### src/rtl/dsw_pkg.sv
package dsw_pkg;

  // ---------------------------------------------------------------
  // Sizes
  // ---------------------------------------------------------------
  localparam int DSW_WORD_W = 4;
  localparam int DSW_CTRL_W = 3;

  // ---------------------------------------------------------------
  // Register offsets
  // ---------------------------------------------------------------
  localparam logic [7:0] DSW_OFF_CTRL = 8'h00;
  localparam logic [7:0] DSW_OFF_WORD = 8'h04;
  localparam logic [7:0] DSW_OFF_STATUS = 8'h08;
  localparam logic [7:0] DSW_OFF_SLIPS = 8'h0c;

  // ---------------------------------------------------------------
  // Control fields and reset value
  // ---------------------------------------------------------------
  localparam int DSW_CTRL_DDR = 0;
  localparam int DSW_CTRL_SLIP_EN = 1;
  localparam int DSW_CTRL_LINK = 2;
  localparam logic [DSW_CTRL_W-1:0] DSW_CTRL_RST = 3'h1;

  // ---------------------------------------------------------------
  // Status fields
  // ---------------------------------------------------------------
  localparam int DSW_STAT_ROT = 0;
  localparam int DSW_STAT_PHASE = 8;
  localparam int DSW_STAT_WORD_RST = 9;
  localparam int DSW_STAT_SER_RST = 10;

  // ---------------------------------------------------------------
  // Pin bundle and reset sequence
  // ---------------------------------------------------------------
  typedef struct packed {
    logic rst;
    logic slip;
    logic ce2;
    logic ce1;
    logic data;
    logic strobe_clk;
    logic word_clk;
    logic serial_clk;
  } dsw_pins_t;

  localparam int DSW_PIN_W = $bits(dsw_pins_t);

  typedef enum logic [1:0] {
    DSW_RS_HOLD = 2'b00,
    DSW_RS_WORD = 2'b01,
    DSW_RS_RUN = 2'b10
  } dsw_rst_state_t;

endpackage : dsw_pkg

### src/rtl/dsw_input_deserializer.sv
// How it works
// - Strobe-capture model: strobe stage adds exactly one word clock of latency.
// - Link-capture model: serial input to parallel output takes two word clocks with slip enabled, one with slip disabled.
// - The extra link-model word clock comes from the input word register.
// - Double rate captures a bit on every serial rising and falling edge.
// - Bits are captured only while the first capture enable is high.
// - The reset pin clears serial and word state at once, without a clock.
// - Reset release waits for a word edge, then for a serial edge.
// - Repeated slips present every rotation of a repeating training pattern.
// - Every slip is taken on a word clock edge.
// - Single rate: each slip rotates the word left by one bit.
// - Double rate: slips alternate right one, left three, right first.
// - Eight slips on an eight-bit word restore the first alignment.
// - With slip disabled the slip request changes nothing.
// - Realigned word is sampled one word clock after the slip is taken.
// - While the rotation is zero words pass through unrotated.
// - With slip disabled the slip stage is skipped entirely.
`timescale 1ns/1ns
module dsw_input_deserializer
  import dsw_pkg::*;
#(
  parameter int WORD_W = DSW_WORD_W
) (
  input wire logic hclk,
  input wire logic hresetn,
  input wire logic hsel,
  input wire logic [31:0] haddr,
  input wire logic [1:0] htrans,
  input wire logic hwrite,
  input wire logic [2:0] hsize,
  input wire logic [31:0] hwdata,
  input wire logic hready,
  output logic hreadyout,
  output logic [31:0] hrdata,
  output logic hresp,
  input wire logic serial_clk,
  input wire logic word_clock,
  input wire logic strobe_domain_clock,
  input wire logic serial_data,
  input wire logic first_capture_enable,
  input wire logic second_capture_enable,
  input wire logic slip_request,
  input wire logic deser_reset,
  output logic [WORD_W-1:0] parallel_word_out
);

  localparam int RW = (WORD_W > 2) ? $clog2(WORD_W) : 1;

  // ---------------------------------------------------------------
  // Helpers
  // ---------------------------------------------------------------
  function automatic logic [WORD_W-1:0] rotl(input logic [WORD_W-1:0] w, input logic [RW-1:0] n);
    logic [WORD_W-1:0] r;
    r = w;
    for (int i = 0; i < WORD_W; i++) begin
      if (i < int'(n)) begin
        r = {r[WORD_W-2:0], r[WORD_W-1]};
      end
    end
    return r;
  endfunction : rotl

  function automatic logic [RW-1:0] rot_add(input logic [RW-1:0] rot, input int amt);
    int s;
    s = (int'(rot) + amt) % WORD_W;
    return RW'(s);
  endfunction : rot_add

  // ---------------------------------------------------------------
  // Pin synchronisers
  // ---------------------------------------------------------------
  dsw_pins_t pins_raw;
  dsw_pins_t pins_lvl;
  dsw_pins_t pins_rise;
  dsw_pins_t pins_fall;
  logic [DSW_PIN_W-1:0] lvl_w;
  logic [DSW_PIN_W-1:0] rise_w;
  logic [DSW_PIN_W-1:0] fall_w;

  assign pins_raw = {deser_reset, slip_request, second_capture_enable, first_capture_enable,
                     serial_data, strobe_domain_clock, word_clock, serial_clk};

  dsw_pin_sync #(
    .N(DSW_PIN_W)
  ) u_sync (
    .hclk(hclk),
    .hresetn(hresetn),
    .pins_in(pins_raw),
    .lvl(lvl_w),
    .rise(rise_w),
    .fall(fall_w)
  );

  assign pins_lvl = lvl_w;
  assign pins_rise = rise_w;
  assign pins_fall = fall_w;

  // ---------------------------------------------------------------
  // Reset
  // ---------------------------------------------------------------
  // Pin assertion clears state at once; release is retimed below
  logic arst_n;
  logic word_rst;
  logic serial_rst;

  assign arst_n = hresetn & ~deser_reset;

  dsw_rst_seq u_rst (
    .hclk(hclk),
    .arst_n(arst_n),
    .rst_req(pins_lvl.rst),
    .word_edge(pins_rise.word_clk),
    .serial_edge(pins_rise.serial_clk),
    .word_rst(word_rst),
    .serial_rst(serial_rst)
  );

  // ---------------------------------------------------------------
  // Control register and mode decode
  // ---------------------------------------------------------------
  logic [DSW_CTRL_W-1:0] ctrl_r;
  logic ddr;
  logic link_mode;
  logic slip_on;

  assign ddr = ctrl_r[DSW_CTRL_DDR];
  assign link_mode = ctrl_r[DSW_CTRL_LINK];
  // Slip lives only in the link model
  assign slip_on = ctrl_r[DSW_CTRL_SLIP_EN] & link_mode;

  // ---------------------------------------------------------------
  // Serial capture
  // ---------------------------------------------------------------
  logic ser_cap;
  logic [WORD_W-1:0] shift_r;

  assign ser_cap = !serial_rst && pins_lvl.ce1 &&
                   (pins_rise.serial_clk || (ddr && pins_fall.serial_clk));

  always_ff @(posedge hclk or negedge arst_n) begin
    if (!arst_n) begin
      shift_r <= '0;
    end else if (serial_rst) begin
      shift_r <= '0;
    end else if (ser_cap) begin
      shift_r <= {shift_r[WORD_W-2:0], pins_lvl.data};
    end
  end

  // ---------------------------------------------------------------
  // Word stages
  // ---------------------------------------------------------------
  logic word_edge;
  logic strobe_edge;
  logic [WORD_W-1:0] in_word_r;
  logic [WORD_W-1:0] strobe_word_r;

  assign word_edge = pins_rise.word_clk && !word_rst;
  assign strobe_edge = pins_rise.strobe_clk && !word_rst;

  always_ff @(posedge hclk or negedge arst_n) begin
    if (!arst_n) begin
      in_word_r <= '0;
    end else if (word_rst) begin
      in_word_r <= '0;
    end else if (word_edge && pins_lvl.ce2) begin
      in_word_r <= shift_r;
    end
  end

  always_ff @(posedge hclk or negedge arst_n) begin
    if (!arst_n) begin
      strobe_word_r <= '0;
    end else if (word_rst) begin
      strobe_word_r <= '0;
    end else if (strobe_edge) begin
      strobe_word_r <= shift_r;
    end
  end

  // ---------------------------------------------------------------
  // Word slip control
  // ---------------------------------------------------------------
  // Rotation kept as a left offset so the pattern wraps cleanly
  logic slip_take;
  logic [RW-1:0] rot_r;
  logic phase_r;
  logic [15:0] slip_cnt_r;

  assign slip_take = word_edge && pins_lvl.slip && slip_on;

  always_ff @(posedge hclk or negedge arst_n) begin
    if (!arst_n) begin
      rot_r <= '0;
      phase_r <= 1'b0;
    end else if (word_rst) begin
      rot_r <= '0;
      phase_r <= 1'b0;
    end else if (slip_take) begin
      if (!ddr) begin
        rot_r <= rot_add(rot_r, 1);
      end else if (!phase_r) begin
        rot_r <= rot_add(rot_r, WORD_W - 1);
        phase_r <= 1'b1;
      end else begin
        rot_r <= rot_add(rot_r, 3);
        phase_r <= 1'b0;
      end
    end
  end

  always_ff @(posedge hclk or negedge arst_n) begin
    if (!arst_n) begin
      slip_cnt_r <= '0;
    end else if (slip_take) begin
      slip_cnt_r <= slip_cnt_r + 16'h0001;
    end
  end

  // ---------------------------------------------------------------
  // Output stage
  // ---------------------------------------------------------------
  // Slip register doubles as output register, hence two word clocks
  always_ff @(posedge hclk or negedge arst_n) begin
    if (!arst_n) begin
      parallel_word_out <= '0;
    end else if (word_rst) begin
      parallel_word_out <= '0;
    end else if (word_edge) begin
      if (!link_mode) begin
        parallel_word_out <= strobe_word_r;
      end else if (slip_on) begin
        parallel_word_out <= rotl(in_word_r, rot_r);
      end else begin
        parallel_word_out <= shift_r;
      end
    end
  end

  // ---------------------------------------------------------------
  // AHB-Lite slave
  // ---------------------------------------------------------------
  logic ahb_go;
  logic dp_wr_r;
  logic [7:0] dp_addr_r;

  assign ahb_go = hsel && htrans[1] && hready;

  function automatic logic [31:0] reg_read(input logic [7:0] a);
    logic [31:0] d;
    d = 32'h0000_0000;
    if (a == DSW_OFF_CTRL) begin
      d[DSW_CTRL_W-1:0] = ctrl_r;
    end else if (a == DSW_OFF_WORD) begin
      d[WORD_W-1:0] = parallel_word_out;
    end else if (a == DSW_OFF_STATUS) begin
      d[DSW_STAT_ROT +: RW] = rot_r;
      d[DSW_STAT_PHASE] = phase_r;
      d[DSW_STAT_WORD_RST] = word_rst;
      d[DSW_STAT_SER_RST] = serial_rst;
    end else if (a == DSW_OFF_SLIPS) begin
      d[15:0] = slip_cnt_r;
    end
    return d;
  endfunction : reg_read

  always_ff @(posedge hclk or negedge hresetn) begin
    if (!hresetn) begin
      dp_wr_r <= 1'b0;
      dp_addr_r <= 8'h00;
    end else begin
      dp_wr_r <= ahb_go && hwrite;
      dp_addr_r <= haddr[7:0];
    end
  end

  always_ff @(posedge hclk or negedge hresetn) begin
    if (!hresetn) begin
      ctrl_r <= DSW_CTRL_RST;
    end else if (dp_wr_r && dp_addr_r == DSW_OFF_CTRL) begin
      ctrl_r <= hwdata[DSW_CTRL_W-1:0];
    end
  end

  // Zero wait states: read data is set up during the address phase
  always_ff @(posedge hclk or negedge hresetn) begin
    if (!hresetn) begin
      hrdata <= 32'h0000_0000;
    end else if (ahb_go && !hwrite) begin
      hrdata <= reg_read(haddr[7:0]);
    end
  end

  always_ff @(posedge hclk or negedge hresetn) begin
    if (!hresetn) begin
      hreadyout <= 1'b1;
      hresp <= 1'b0;
    end else begin
      hreadyout <= 1'b1;
      hresp <= 1'b0;
    end
  end

  // ---------------------------------------------------------------
  // Checks
  // ---------------------------------------------------------------
  a_sdr_rise_capture: assert property (
    @(posedge hclk) disable iff (!arst_n)
    (!ddr && pins_rise.serial_clk && pins_lvl.ce1 && !serial_rst) |=> shift_r[0] == $past(pins_lvl.data)
  ) else $error("rising edge bit not captured");

  a_ddr_fall_capture: assert property (
    @(posedge hclk) disable iff (!arst_n)
    (ddr && pins_fall.serial_clk && pins_lvl.ce1 && !serial_rst) |=> shift_r[0] == $past(pins_lvl.data)
  ) else $error("falling edge bit not captured");

  a_ce_low_hold: assert property (
    @(posedge hclk) disable iff (!arst_n)
    (!pins_lvl.ce1 && !serial_rst) |=> $stable(shift_r)
  ) else $error("shift moved with enable low");

  a_sdr_slip_step: assert property (
    @(posedge hclk) disable iff (!arst_n)
    (slip_take && !ddr && !word_rst) |=> rot_r == rot_add($past(rot_r), 1)
  ) else $error("single rate slip not left one");

  a_ddr_slip_alt: assert property (
    @(posedge hclk) disable iff (!arst_n)
    (slip_take && ddr) |=> phase_r == !$past(phase_r) &&
      rot_r == rot_add($past(rot_r), $past(phase_r) ? 3 : WORD_W - 1)
  ) else $error("double rate slip order wrong");

  a_slip_off_still: assert property (
    @(posedge hclk) disable iff (!arst_n)
    (!slip_on && !word_rst) |=> $stable(rot_r) && $stable(phase_r)
  ) else $error("slip acted while disabled");

  a_link_rot_word: assert property (
    @(posedge hclk) disable iff (!arst_n)
    (word_edge && slip_on) |=> parallel_word_out == rotl($past(in_word_r), $past(rot_r))
  ) else $error("slip stage output wrong");

  a_plain_pass: assert property (
    @(posedge hclk) disable iff (!arst_n)
    (word_edge && slip_on && rot_r == '0) |=> parallel_word_out == $past(in_word_r)
  ) else $error("unslipped word was rotated");

  a_strobe_one_word: assert property (
    @(posedge hclk) disable iff (!arst_n)
    (word_edge && !link_mode) |=> parallel_word_out == $past(strobe_word_r)
  ) else $error("strobe stage latency wrong");

  a_reset_order: assert property (
    @(posedge hclk) disable iff (!arst_n)
    $fell(serial_rst) |-> !word_rst && $past(pins_rise.serial_clk) && !$past(word_rst)
  ) else $error("serial reset left before word reset");

endmodule : dsw_input_deserializer

### src/rtl/dsw_pin_sync.sv
`timescale 1ns/1ns
module dsw_pin_sync
  import dsw_pkg::*;
#(
  parameter int N = DSW_PIN_W
) (
  input wire logic hclk,
  input wire logic hresetn,
  input wire logic [N-1:0] pins_in,
  output logic [N-1:0] lvl,
  output logic [N-1:0] rise,
  output logic [N-1:0] fall
);

  // ---------------------------------------------------------------
  // Two stages, third for edge finding
  // ---------------------------------------------------------------
  logic [N-1:0] s1_r;
  logic [N-1:0] s2_r;
  logic [N-1:0] s3_r;

  always_ff @(posedge hclk or negedge hresetn) begin
    if (!hresetn) begin
      s1_r <= '0;
      s2_r <= '0;
      s3_r <= '0;
    end else begin
      s1_r <= pins_in;
      s2_r <= s1_r;
      s3_r <= s2_r;
    end
  end

  assign lvl = s2_r;
  assign rise = s2_r & ~s3_r;
  assign fall = ~s2_r & s3_r;

endmodule : dsw_pin_sync

### src/rtl/dsw_rst_seq.sv
`timescale 1ns/1ns
module dsw_rst_seq
  import dsw_pkg::*;
(
  input wire logic hclk,
  input wire logic arst_n,
  input wire logic rst_req,
  input wire logic word_edge,
  input wire logic serial_edge,
  output logic word_rst,
  output logic serial_rst
);

  // ---------------------------------------------------------------
  // Release: word clock first, then serial clock
  // ---------------------------------------------------------------
  dsw_rst_state_t state_r;

  always_ff @(posedge hclk or negedge arst_n) begin
    if (!arst_n) begin
      state_r <= DSW_RS_HOLD;
    end else begin
      case (state_r)
        DSW_RS_HOLD: begin
          if (word_edge && !rst_req) begin
            state_r <= DSW_RS_WORD;
          end
        end
        DSW_RS_WORD: begin
          if (rst_req) begin
            state_r <= DSW_RS_HOLD;
          end else if (serial_edge) begin
            state_r <= DSW_RS_RUN;
          end
        end
        DSW_RS_RUN: begin
          if (rst_req) begin
            state_r <= DSW_RS_HOLD;
          end
        end
        default: begin
          state_r <= DSW_RS_HOLD;
        end
      endcase
    end
  end

  assign word_rst = (state_r == DSW_RS_HOLD);
  assign serial_rst = (state_r != DSW_RS_RUN);

endmodule : dsw_rst_seq

### config.mk
export PLATFORM = sky130hd
export DESIGN_NAME = dsw_input_deserializer
export DESIGN_NICKNAME = d
export VERILOG_FILES = /design/src/rtl/dsw_pkg.sv /design/src/rtl/dsw_input_deserializer.sv /design/src/rtl/dsw_pin_sync.sv /design/src/rtl/dsw_rst_seq.sv
export SDC_FILE = /design/constraint.sdc
export NUM_CORES = 1
export LEC_CHECK = 0
export ABC_AREA = 0
export BUFFER_PORTS_ARGS = -buffer_cell sky130_fd_sc_hd__clkbuf_2
export CAP_MARGIN = 20
export CORE_MARGIN = 1
export CORE_UTILIZATION = 54
export DETAILED_ROUTE_END_ITERATION = 8
export HOLD_SLACK_MARGIN = 0.03
export PLACE_DENSITY = 0.85
export SLEW_MARGIN = 20
export SYNTH_ARGS = -nofsm -noshare
export SYNTH_HDL_FRONTEND = slang
export SYNTH_SLANG_ARGS = --single-unit
export TNS_END_PERCENT = 100
### constraint.sdc
create_clock -name hclk -period 5.92 [get_ports hclk]
set_input_delay 0.592 -clock hclk [delete_from_list [all_inputs] [get_ports hclk]]
set_output_delay 0.592 -clock hclk [all_outputs]
set_load 0.01 [all_outputs]
==> Word-level counts from Yosys, hierarchy flattened <==
Cells that the tools add are included.
W data, S select, Z words.
{ "classes": {"add_sub_neg": 3, "order_cmp": 3, "n_eq_ne": 9, "muxes": 34, "bitwise": 7, "reduce_logical": 30} }
{ "ops": {"columns": ["cell", "n"], "rows": [
  ["$mux W4", 14],
  ["$add A16 B1 Y16 const B", 1],
  ["$eq A8 B4 Y1 const B", 2],
  ["$logic_not A8 Y1", 2],
  ["$mux W16", 1],
  ["$mux W2", 8],
  ["$logic_and A1 B1 Y1", 14],
  ["$mux W13", 1],
  ["$mux W12", 1],
  ["$reduce_bool A2 Y1", 6],
  ["$eq A8 B3 Y1 const B", 1],
  ["$mux W3", 2],
  ["$mux W6", 1],
  ["$pmux W2 S3", 1],
  ["$mux W5", 1],
  ["$logic_not A1 Y1", 4],
  ["$lt A1 B2 Y1 const A", 2],
  ["$mux W1", 4],
  ["$ne A2 B2 Y1 const B", 2],
  ["$and A1 B1 Y1", 3],
  ["$and A3 B3 Y3", 1],
  ["$ne A3 B3 Y1 const B", 1],
  ["$not A3 Y3", 1],
  ["$reduce_and A3 Y1", 1],
  ["other kinds (10)", 11]
]} }
{ "totals": {"register_bits": 84, "input_bits": 82, "output_inout_bits": 38, "wordCells": 101} }

==> Longest topological paths before layout <==
Gate-level depths: netlist (run 1).
{ "depth": {"depth_word": 8, "depth_mapped": 6, "mapped_depth_nobuf": 4} }

==> Cells and area by module <==
A second synthesis (run 1) with hierarchy kept.
{ "unflattened": {"hier_cells": 312, "area_unflattened_um2": 3809.9} }
{ "by_module_without_submodules": {"columns": ["module", "instances", "cells_per_inst", "area_per_inst_um2", "seq_area_each_um2"], "rows": [
  ["dsw_input_deserializer", 1, 263, 2970.3, 1577.8],
  ["dsw_pin_sync", 1, 40, 740.7, 600.6],
  ["dsw_rst_seq", 1, 9, 98.8, 50.0]
]} }

==> Worst setup path after synthesis (run 1) <==
Ideal clock, no wire load.
{ "synth_path": {"path_kind": "input to register", "startpoint": "in haddr[7]", "endpoint": "reg hrdata[10]", "setup_ns": 0.095, "arrival_ns": 1.639, "required_time_ns": 5.825, "slack_ns": 4.186, "cell_stages": 4, "n_path_buf": 0, "cell_sequence": "or4_4 > nor3_4 > nand2_1 > o31ai_1"} }
{ "synth_between": {"elab_chain_cells": 5, "elab_cells_between_ends": 8, "cone_classes": "eq/ne: 3; mux: 4; reduce/logical: 1"} }
{ "synth_rtl": {"columns": ["element", "line_no", "source"], "rows": [
  ["start: declaration", "dsw_input_deserializer.sv:27", "input wire logic [31:0] haddr,"],
  ["$eq A8 B4 Y1", "dsw_input_deserializer.sv:261", "end else if (a == DSW_OFF_SLIPS) begin"],
  ["$mux W16", "dsw_input_deserializer.sv:261", null],
  ["$mux W3", "dsw_input_deserializer.sv:256", "end else if (a == DSW_OFF_STATUS) begin"],
  ["$mux W12", "dsw_input_deserializer.sv:254", "end else if (a == DSW_OFF_WORD) begin"],
  ["$mux W13 (*)", "dsw_input_deserializer.sv:252", "if (a == DSW_OFF_CTRL) begin"],
  ["end signal: assignment", "dsw_input_deserializer.sv:290", "hrdata <= reg_read(haddr[7:0]);"],
  ["end: declaration", "dsw_input_deserializer.sv:34", "output logic [31:0] hrdata,"]
]} }
Mark *: on every way between the ends. The rest lies on a longest branch, timed or not.
A chain may end at the register's enable or synchronous reset.

==> Worst setup path after layout (run 1) <==
{ "layout_path": {"startpoint": "reg ctrl_r[1]", "endpoint": "reg slip_cnt_r[7]"} }
{ "layout_between": {"elab_chain_cells": 2} }
{ "layout_rtl": {"columns": ["element", "line_no", "source"], "rows": [
  ["start: declaration", "dsw_input_deserializer.sv:121", "logic [DSW_CTRL_W-1:0] ctrl_r;"],
  ["start signal: assignment", "dsw_input_deserializer.sv:281", "ctrl_r <= hwdata[DSW_CTRL_W-1:0];"],
  ["$and A1 B1 Y1", "dsw_input_deserializer.sv:129", "assign slip_on = ctrl_r[DSW_CTRL_SLIP_EN] & link_mode;"],
  ["$logic_and A1 B1 Y1", "dsw_input_deserializer.sv:190", "assign slip_take = word_edge && pins_lvl.slip && slip_on;"],
  ["end signal: assignment", "dsw_input_deserializer.sv:216", "slip_cnt_r <= slip_cnt_r + 16'h0001;"],
  ["end: declaration", "dsw_input_deserializer.sv:188", "logic [15:0] slip_cnt_r;"]
]} }
No other way between the ends.

==> impl_metrics.ini, run 1 <==
[detailed_routing]
drt_iter0_drc = 111
vias_per_cell = 5.41
dr.pass1.iters = 4
dr.max_layer_used = met4
wl_met2_mm = 3.06
drcViolationCount = 0
met1_length_mm = 2.84
drt_wl_total_mm = 6.27
dr_wl_met3_um = 304
via_count = 2360
wl_per_cell_um = 14.4
postRouteAntennaNets = 0

[die]
chipWidth_um = 83.5
die_h_um = 83.5
core_um2 = 6390
rows = 29
die-area_um2 = 6970
initial_core_util_pct = 56.2
io_pins = 120

[clocking]
htree_num_levels = 3
hold_buffers = 0
clk_path_buf_depth = 2
cts-root-buf = clkbuf_8
postCtsSetupRepairBufs = 0
postCtsResizedCells = 0
cts.sink_count = 84
cts_buffers = 9
clk_pin_slew_ns = 0.08
cts_tree = done
worstSkewPairLatency_ns = 0.35

[layout]
syn2layout_area_growth_pct = 12.4
regArea_um2 = 2100
drive_gt1_share_pct = 22.3
postLayoutCoreUtil_pct = 63.1
final_cells = 436
mostFrequentLayoutCells = dfrtp_1, clkbuf_2, nand2_1
antenna_cells = 0
layout_commonest_cell = dfrtp_1
nNetsFinal = 437
finish.instance_area_um2 = 4030
multi_input_area_um2 = 1360
fill_cells = 494

[synthesis]
yosysUniqueCellTypes = 41
ys_ff_latch = 84
syn_area_um2 = 3590
postSynthCellCount = 310
async_reset_ff_share_pct = 100
synth_flop_cell = dfrtp_1
yosysWarnings = 0
synth_edf_count = 0
ys_seq_area_share_pct = 58.7
avgSynthCellArea_um2 = 11.6

[timing]
fin_worst_skew_ns = 0.00731
fin_crit_ns = 1.78
max_freq_mhz = 563
rsz0062_at_grt = no
setup_viol_count_final = 0
worst_pin_slew_ns = 0.930
slew_violations = 0
setup_tns_ns = 0
finalCritPeriodShare_pct = 30.0
hold_violations = 0
relSlewSlack_pct = 37.8

[critical_path]
crit_path_end_kind = register
reg2reg_to = slip_cnt_r[7]$_DFFE_PN0P_
cp.arrival_ns = 2.01
critPathRequiredTime_ns = 6.16
worstSetupPathType = reg2reg
crit_fanout = 7
rrSetupSlack_ns = 4.14
critPathCapture = slip_cnt_r[7]$_DFFE_PN0P_
startpoint = ctrl_r[1]$_DFFE_PN0P_
cp-start-kind = register
worstRegToRegCells = 4
timing.rr.start = ctrl_r[1]$_DFFE_PN0P_

[global_routing]
grt_max_degree = 49
grt_first_pass_wirelength_mm = 10.6
grt-ovfl-total = 0
grtUsageTotal_pct = 19.7
grt_pass1_vias = 2267
antenna_found_initial = 0

[pwr]
comb_power_share_pct = 5.3
ir_worst_vdd_mv = 0.191
clock_power_share_pct = 39.4
power_density_nw_per_um2 = 270
power.total_uw = 1090
switching_share_pct = 22.3
pwr-share-seq_pct = 55.3
power_switching_uw = 243
p_int_uw = 846
p_leak_uw = 0.00189

[hold_path]
hold_class = in2async

[placed_design]
dp_hpwl_mm = 4.40
place_area_um2 = 3800
dp.cells = 419
place_congestion = 0.820
io_buffers = 44

[run_status]
status = finished clean

[flow_run]
cap_violations = 0
## how the worst min path moves through the flow
stage	endpoint	cells after the start	slack (ns)
floorplan	ctrl_r[1]$_DFFE_PN0P_	0	0.30
global placement	u_sync.lvl[0]$_DFF_PN0_	0	0.33
detailed placement	u_sync.lvl[2]$_DFF_PN0_	0	0.34
CTS	hrdata[15]$_DFFE_PN0P_	2	0.33
global route	in_word_r[2]$_DFFE_PN0P_	2	0.28
finish	in_word_r[3]$_DFFE_PN0P_	2	0.26
## power groups by stage
stage / Sequential (µW) / Combinational, µW / Clock (µW)
floorplan: 608 / 45.5 / 0
global placement: 613 / 56.1 / 0
detailed placement: 614 / 57.6 / 0
CTS: 602 / 57.8 / 440
global route: 604 / 66.7 / 463
finish: 602 / 58.2 / 429
## final cells by class
type,instances,area share [%]
repair buffers,46,6.15
well taps,77,2.39
clock inverters,5,1.96
inverters,3,0.280
clock buffers,11,3.26
multi-input cells,210,33.8
flip-flops and latches,84,52.2
## worst max-delay path, stage by stage, from the launching register on
cell and delay [ns]:
dfrtp_1 0.58, o211ai_2 0.26, nor4_1 0.52, nand3_1 0.16, xnor2_1 0.15
## Yosys cell counts, drive strengths merged (2+ instances only)
cell,number,area [µm²]
a211oi,4,30.0
nand4,4,25.0
mux4,6,135
nor3,5,36.3
xnor2,14,123
and4,2,17.5
nand3,15,80.1
a21oi,10,50.1
mux2,6,67.6
clkbuf,7,26.3
buf,22,153
nor2,27,104
dfrtp,83,2080
nand2,41,154
mux2i,15,150
o31ai,3,22.5
conb,2,7.51
nand2b,3,18.8
nand4b,2,17.5
nand3b,2,15.0
xor2,4,35.0
o21ai,13,65.1
nor2b,4,25.0
and3,2,12.5
inv,3,11.3
nor4,3,33.8
## registers in the layout, summed over array words and instances, names as in the netlist
name,count
rot_r,2
parallel_word_out,4
u_rst.state_r,2
hrdata,16
phase_r,1
u_sync.s1_r,8
ctrl_r,3
dp_addr_r,8
u_sync.s3_r,3
strobe_word_r,4
slip_cnt_r,16
dp_wr_r,1
shift_r,4
u_sync.lvl,8
in_word_r,4
## kinds of logic after synthesis
family | share of synthesized area [%]
AND/OR/NAND/NOR | 15.8
flip-flops | 58.7
AO/OA/AOI/OAI | 5.48
buffers and inverters | 5.30
multiplexers | 9.84
XOR/XNOR | 4.40
other | 0.209
adder cells (fa/ha/maj) | 0.349
## per-stage QoR
stage / setup slack (ns) / hold WS, ns
after detailed placement: 3.63 / 0.337
final: 4.14 / 0.262
after floorplan: 3.13 / 0.296
after global routing: 4.03 / 0.284
after global placement: 3.69 / 0.333
after CTS: 4.00 / 0.325
## routing by layer
metal,up-vias,track usage [%]
met4,0,8.78
met3,7,4.25
met1,1164,25.2
met5,-,0
met2,74,32.7
li1,1115,-
Power figures use the tool's default switching activity.
==> run 2: changes to the inputs <==
ABC_AREA = 1   (was 0)
CORE_UTILIZATION = 46   (was 54)
PLACE_DENSITY = 0.76   (was 0.85)
clock period = 1.5 ns   (was 5.92 ns; I/O delays follow)
==> run 2 against run 1 <==
Core utilization fell by 5.2 points. Area after synthesis is 10% higher. Worst hold slack improved by 0.069 ns. Total power rose to 4.6 times the previous value. First-iteration DRC count is 81% higher. Non-clock buffer count up 34. Critical path depth grew 5. Clock power increased to 3.8 times the previous value. Worst setup slack worse by 4.1 ns. Final area rose by 19%. Critical endpoint is now hrdata[5]$_DFFE_PN0P_. Largest power group unchanged.
==> impl_metrics.ini, run 2 <==
[timing]
max_freq_mhz = 689
finalCritPeriodShare_pct = 96.7
worst_slack_ns = 0.0489
fin_hold_ws_ns = 0.331
slew_violations = 0
setup_viol_count_final = 0
worst_pin_slew_ns = 0.585
fin_crit_ns = 1.45
hold_violations = 0
relSlewSlack_pct = 61.0
fin_worst_skew_ns = 0.0103

[global_routing]
grtUsageTotal_pct = 20.7
grt_first_pass_wirelength_mm = 14.1
antenna_found_initial = 0
grt_max_degree = 48
grt-ovfl-total = 0
grt_pass1_vias = 3070

[layout]
nNetsFinal = 642
regArea_um2 = 2100
syn2layout_area_growth_pct = 21.1
antenna_cells = 0
postLayoutCoreUtil_pct = 57.9
fill_cells = 704
layout_commonest_cell = nand2_1
drive_gt1_share_pct = 18.6
mostFrequentLayoutCells = nand2_1, dfrtp_1, inv_1
multi_input_area_um2 = 1590
final_cells = 669
reg_top3 = hrdata (16), slip_cnt_r (16)

[detailed_routing]
vias_per_cell = 4.89
drt_iter0_drc = 201
drcViolationCount = 0
wl_per_cell_um = 12.6
dr.pass1.iters = 4
via_count = 3271
drt_wl_total_mm = 8.43
postRouteAntennaNets = 0

[synthesis]
yosysUniqueCellTypes = 34
synth.most_common_cell = nand2_1
ys_seq_area_share_pct = 53.3
yosys.area.top_type = dfrtp_1
yosysWarnings = 0
synth_edf_count = 0
async_reset_ff_share_pct = 100
synthTopCellsByArea = dfrtp_1, nand2_1, inv_1
syn_area_um2 = 3950
yosysTopAreaCellShare_pct = 52.6
avgSynthCellArea_um2 = 8.33
postSynthCellCount = 474
synth_flop_cell = dfrtp_1
synth_commonest_cells = nand2_1, dfrtp_1, inv_1
ys_ff_latch = 84

[die]
initial_core_util_pct = 47.8
rows = 33
io_pins = 120
core_um2 = 8260
die-area_um2 = 8960
die_h_um = 94.7
chipWidth_um = 94.7

[clocking]
clk_pin_slew_ns = 0.09
cts_buffers = 9
cts.sink_count = 84
htree_num_levels = 3
worstSkewPairLatency_ns = 0.36
cts_tree = done
clk_path_buf_depth = 2
cts-root-buf = clkbuf_8

[pwr]
clock_power_share_pct = 33.0
p_leak_uw = 0.00246
switching_share_pct = 30.3
pwr-share-seq_pct = 50.8
p_int_uw = 3450
ir_worst_vdd_mv = 0.783
power_switching_uw = 1500
power.total_uw = 4960
power_density_nw_per_um2 = 1040
comb_power_share_pct = 16.2

[placed_design]
place_ws_ns = 0.0945
dp.cells = 625
place_congestion = 0.897
dp_hpwl_mm = 5.70
io_buffers = 44

[critical_path]
crit_fanout = 5
crit_top_cell = nand2_1
crit_path_end_kind = register
cp.arrival_ns = 1.75
critPathRequiredTime_ns = 1.79
cp-start-kind = input pin
max_stage_delay_ns = 0.55
worstSetupPathType = in2reg
cp_cell_sequence = dlygate4sd3_1 > clkbuf_2 > inv_2 > nand2_4 > nor3_4 > nand2_2 > nor2_4 > nand2_1 > nand2_1
crit_family = simple AND/OR/NAND/NOR gates
path_buf_inv = 3
cpMaxStageDelayCell = dlygate4sd3_1

[flow_run]
cap_violations = 0

[hold_path]
hold_class = in2reg

[run_status]
status = finished clean
-- run 2: cell families after synthesis --
family | count (synthesis) | synth area share (%)
other | 2 | 0.190
xor gates and xnor gates | 14 | 3.30
AOI/OAI and AO/OA | 43 | 6.15
and+or+nand+nor | 251 | 27.0
muxes | 1 | 0.285
DFF | 84 | 53.3
adders and majority gates | 1 | 0.317
buffers and inverters | 78 | 9.51
-- run 2: layout make-up --
class	instances	area share, %
timing repair buffer	80	11.4
multi-input combinational	329	33.2
clock buffer	9	2.59
sequential	84	44.0
tap	105	2.75
clock inverter	7	1.57
inverter	55	4.50
-- run 2: metrics by stage --
stage          setup TNS, ns  cell area [µm²]
2_1_floorplan              0             4010
3_3_place_gp               0             4270
3_5_place_dp               0             4270
4_1_cts                    0             4690
5_1_grt             -0.00924             4780
6_report                   0             4780
-- run 2: metal layers --
layer / global-route usage [%] / up-vias / part of all wire (%)
li1: - / 1619 / -
met1: 27.2 / 1550 / 46
met2: 33.6 / 86 / 47
met3: 4.75 / 16 / 4.7
met4: 7.45 / 0 / 1.7
met5: 0 / - / 0
-- run 2: what timing repair did --
action	4_1_cts	5_1_grt
setup endpoints to repair	0	18
hold buffers	22	0
setup buffers	0	5
endpoints found under the hold margin	103	0
gates resized for setup	0	17
-- run 2: power groups by stage --
stage / clock, µW / sequential, µW / combinational [µW]
after floorplan: 0 / 2510 / 566
after global placement: 0 / 2550 / 706
after detailed placement: 0 / 2560 / 733
after CTS: 1670 / 2510 / 778
after global routing: 1760 / 2530 / 913
final: 1640 / 2520 / 804
-- run 2: worst paths after layout --
path,from,end,depth (start not counted),slack [ns]
worst max-delay path,haddr[0],hrdata[5]$_DFFE_PN0P_,9,0.05
worst min-delay path,htrans[1],hrdata[10]$_DFFE_PN0P_,6,0.33
worst max register to register,u_rst.state_r[1]$_DFFE_PN0P_,slip_cnt_r[0]$_DFFE_PN0P_,5,0.12
worst min register to register,u_sync.s1_r[6]$_DFF_PN0_,u_sync.lvl[6]$_DFF_PN0_,0,0.35
max in group asynchronous,deser_reset,slip_cnt_r[0]$_DFFE_PN0P_,4,0.63
min in group asynchronous,hresetn,u_sync.s1_r[4]$_DFF_PN0_,3,0.43
-- run 2: worst reg2reg max path: cells and delay by family (launching register included) --
family                    cells  cell delay, ns
DFF                           1            0.42
xor gates and xnor gates      1            0.14
and+or+nand+nor               3            0.47
buffers and inverters         1            0.24
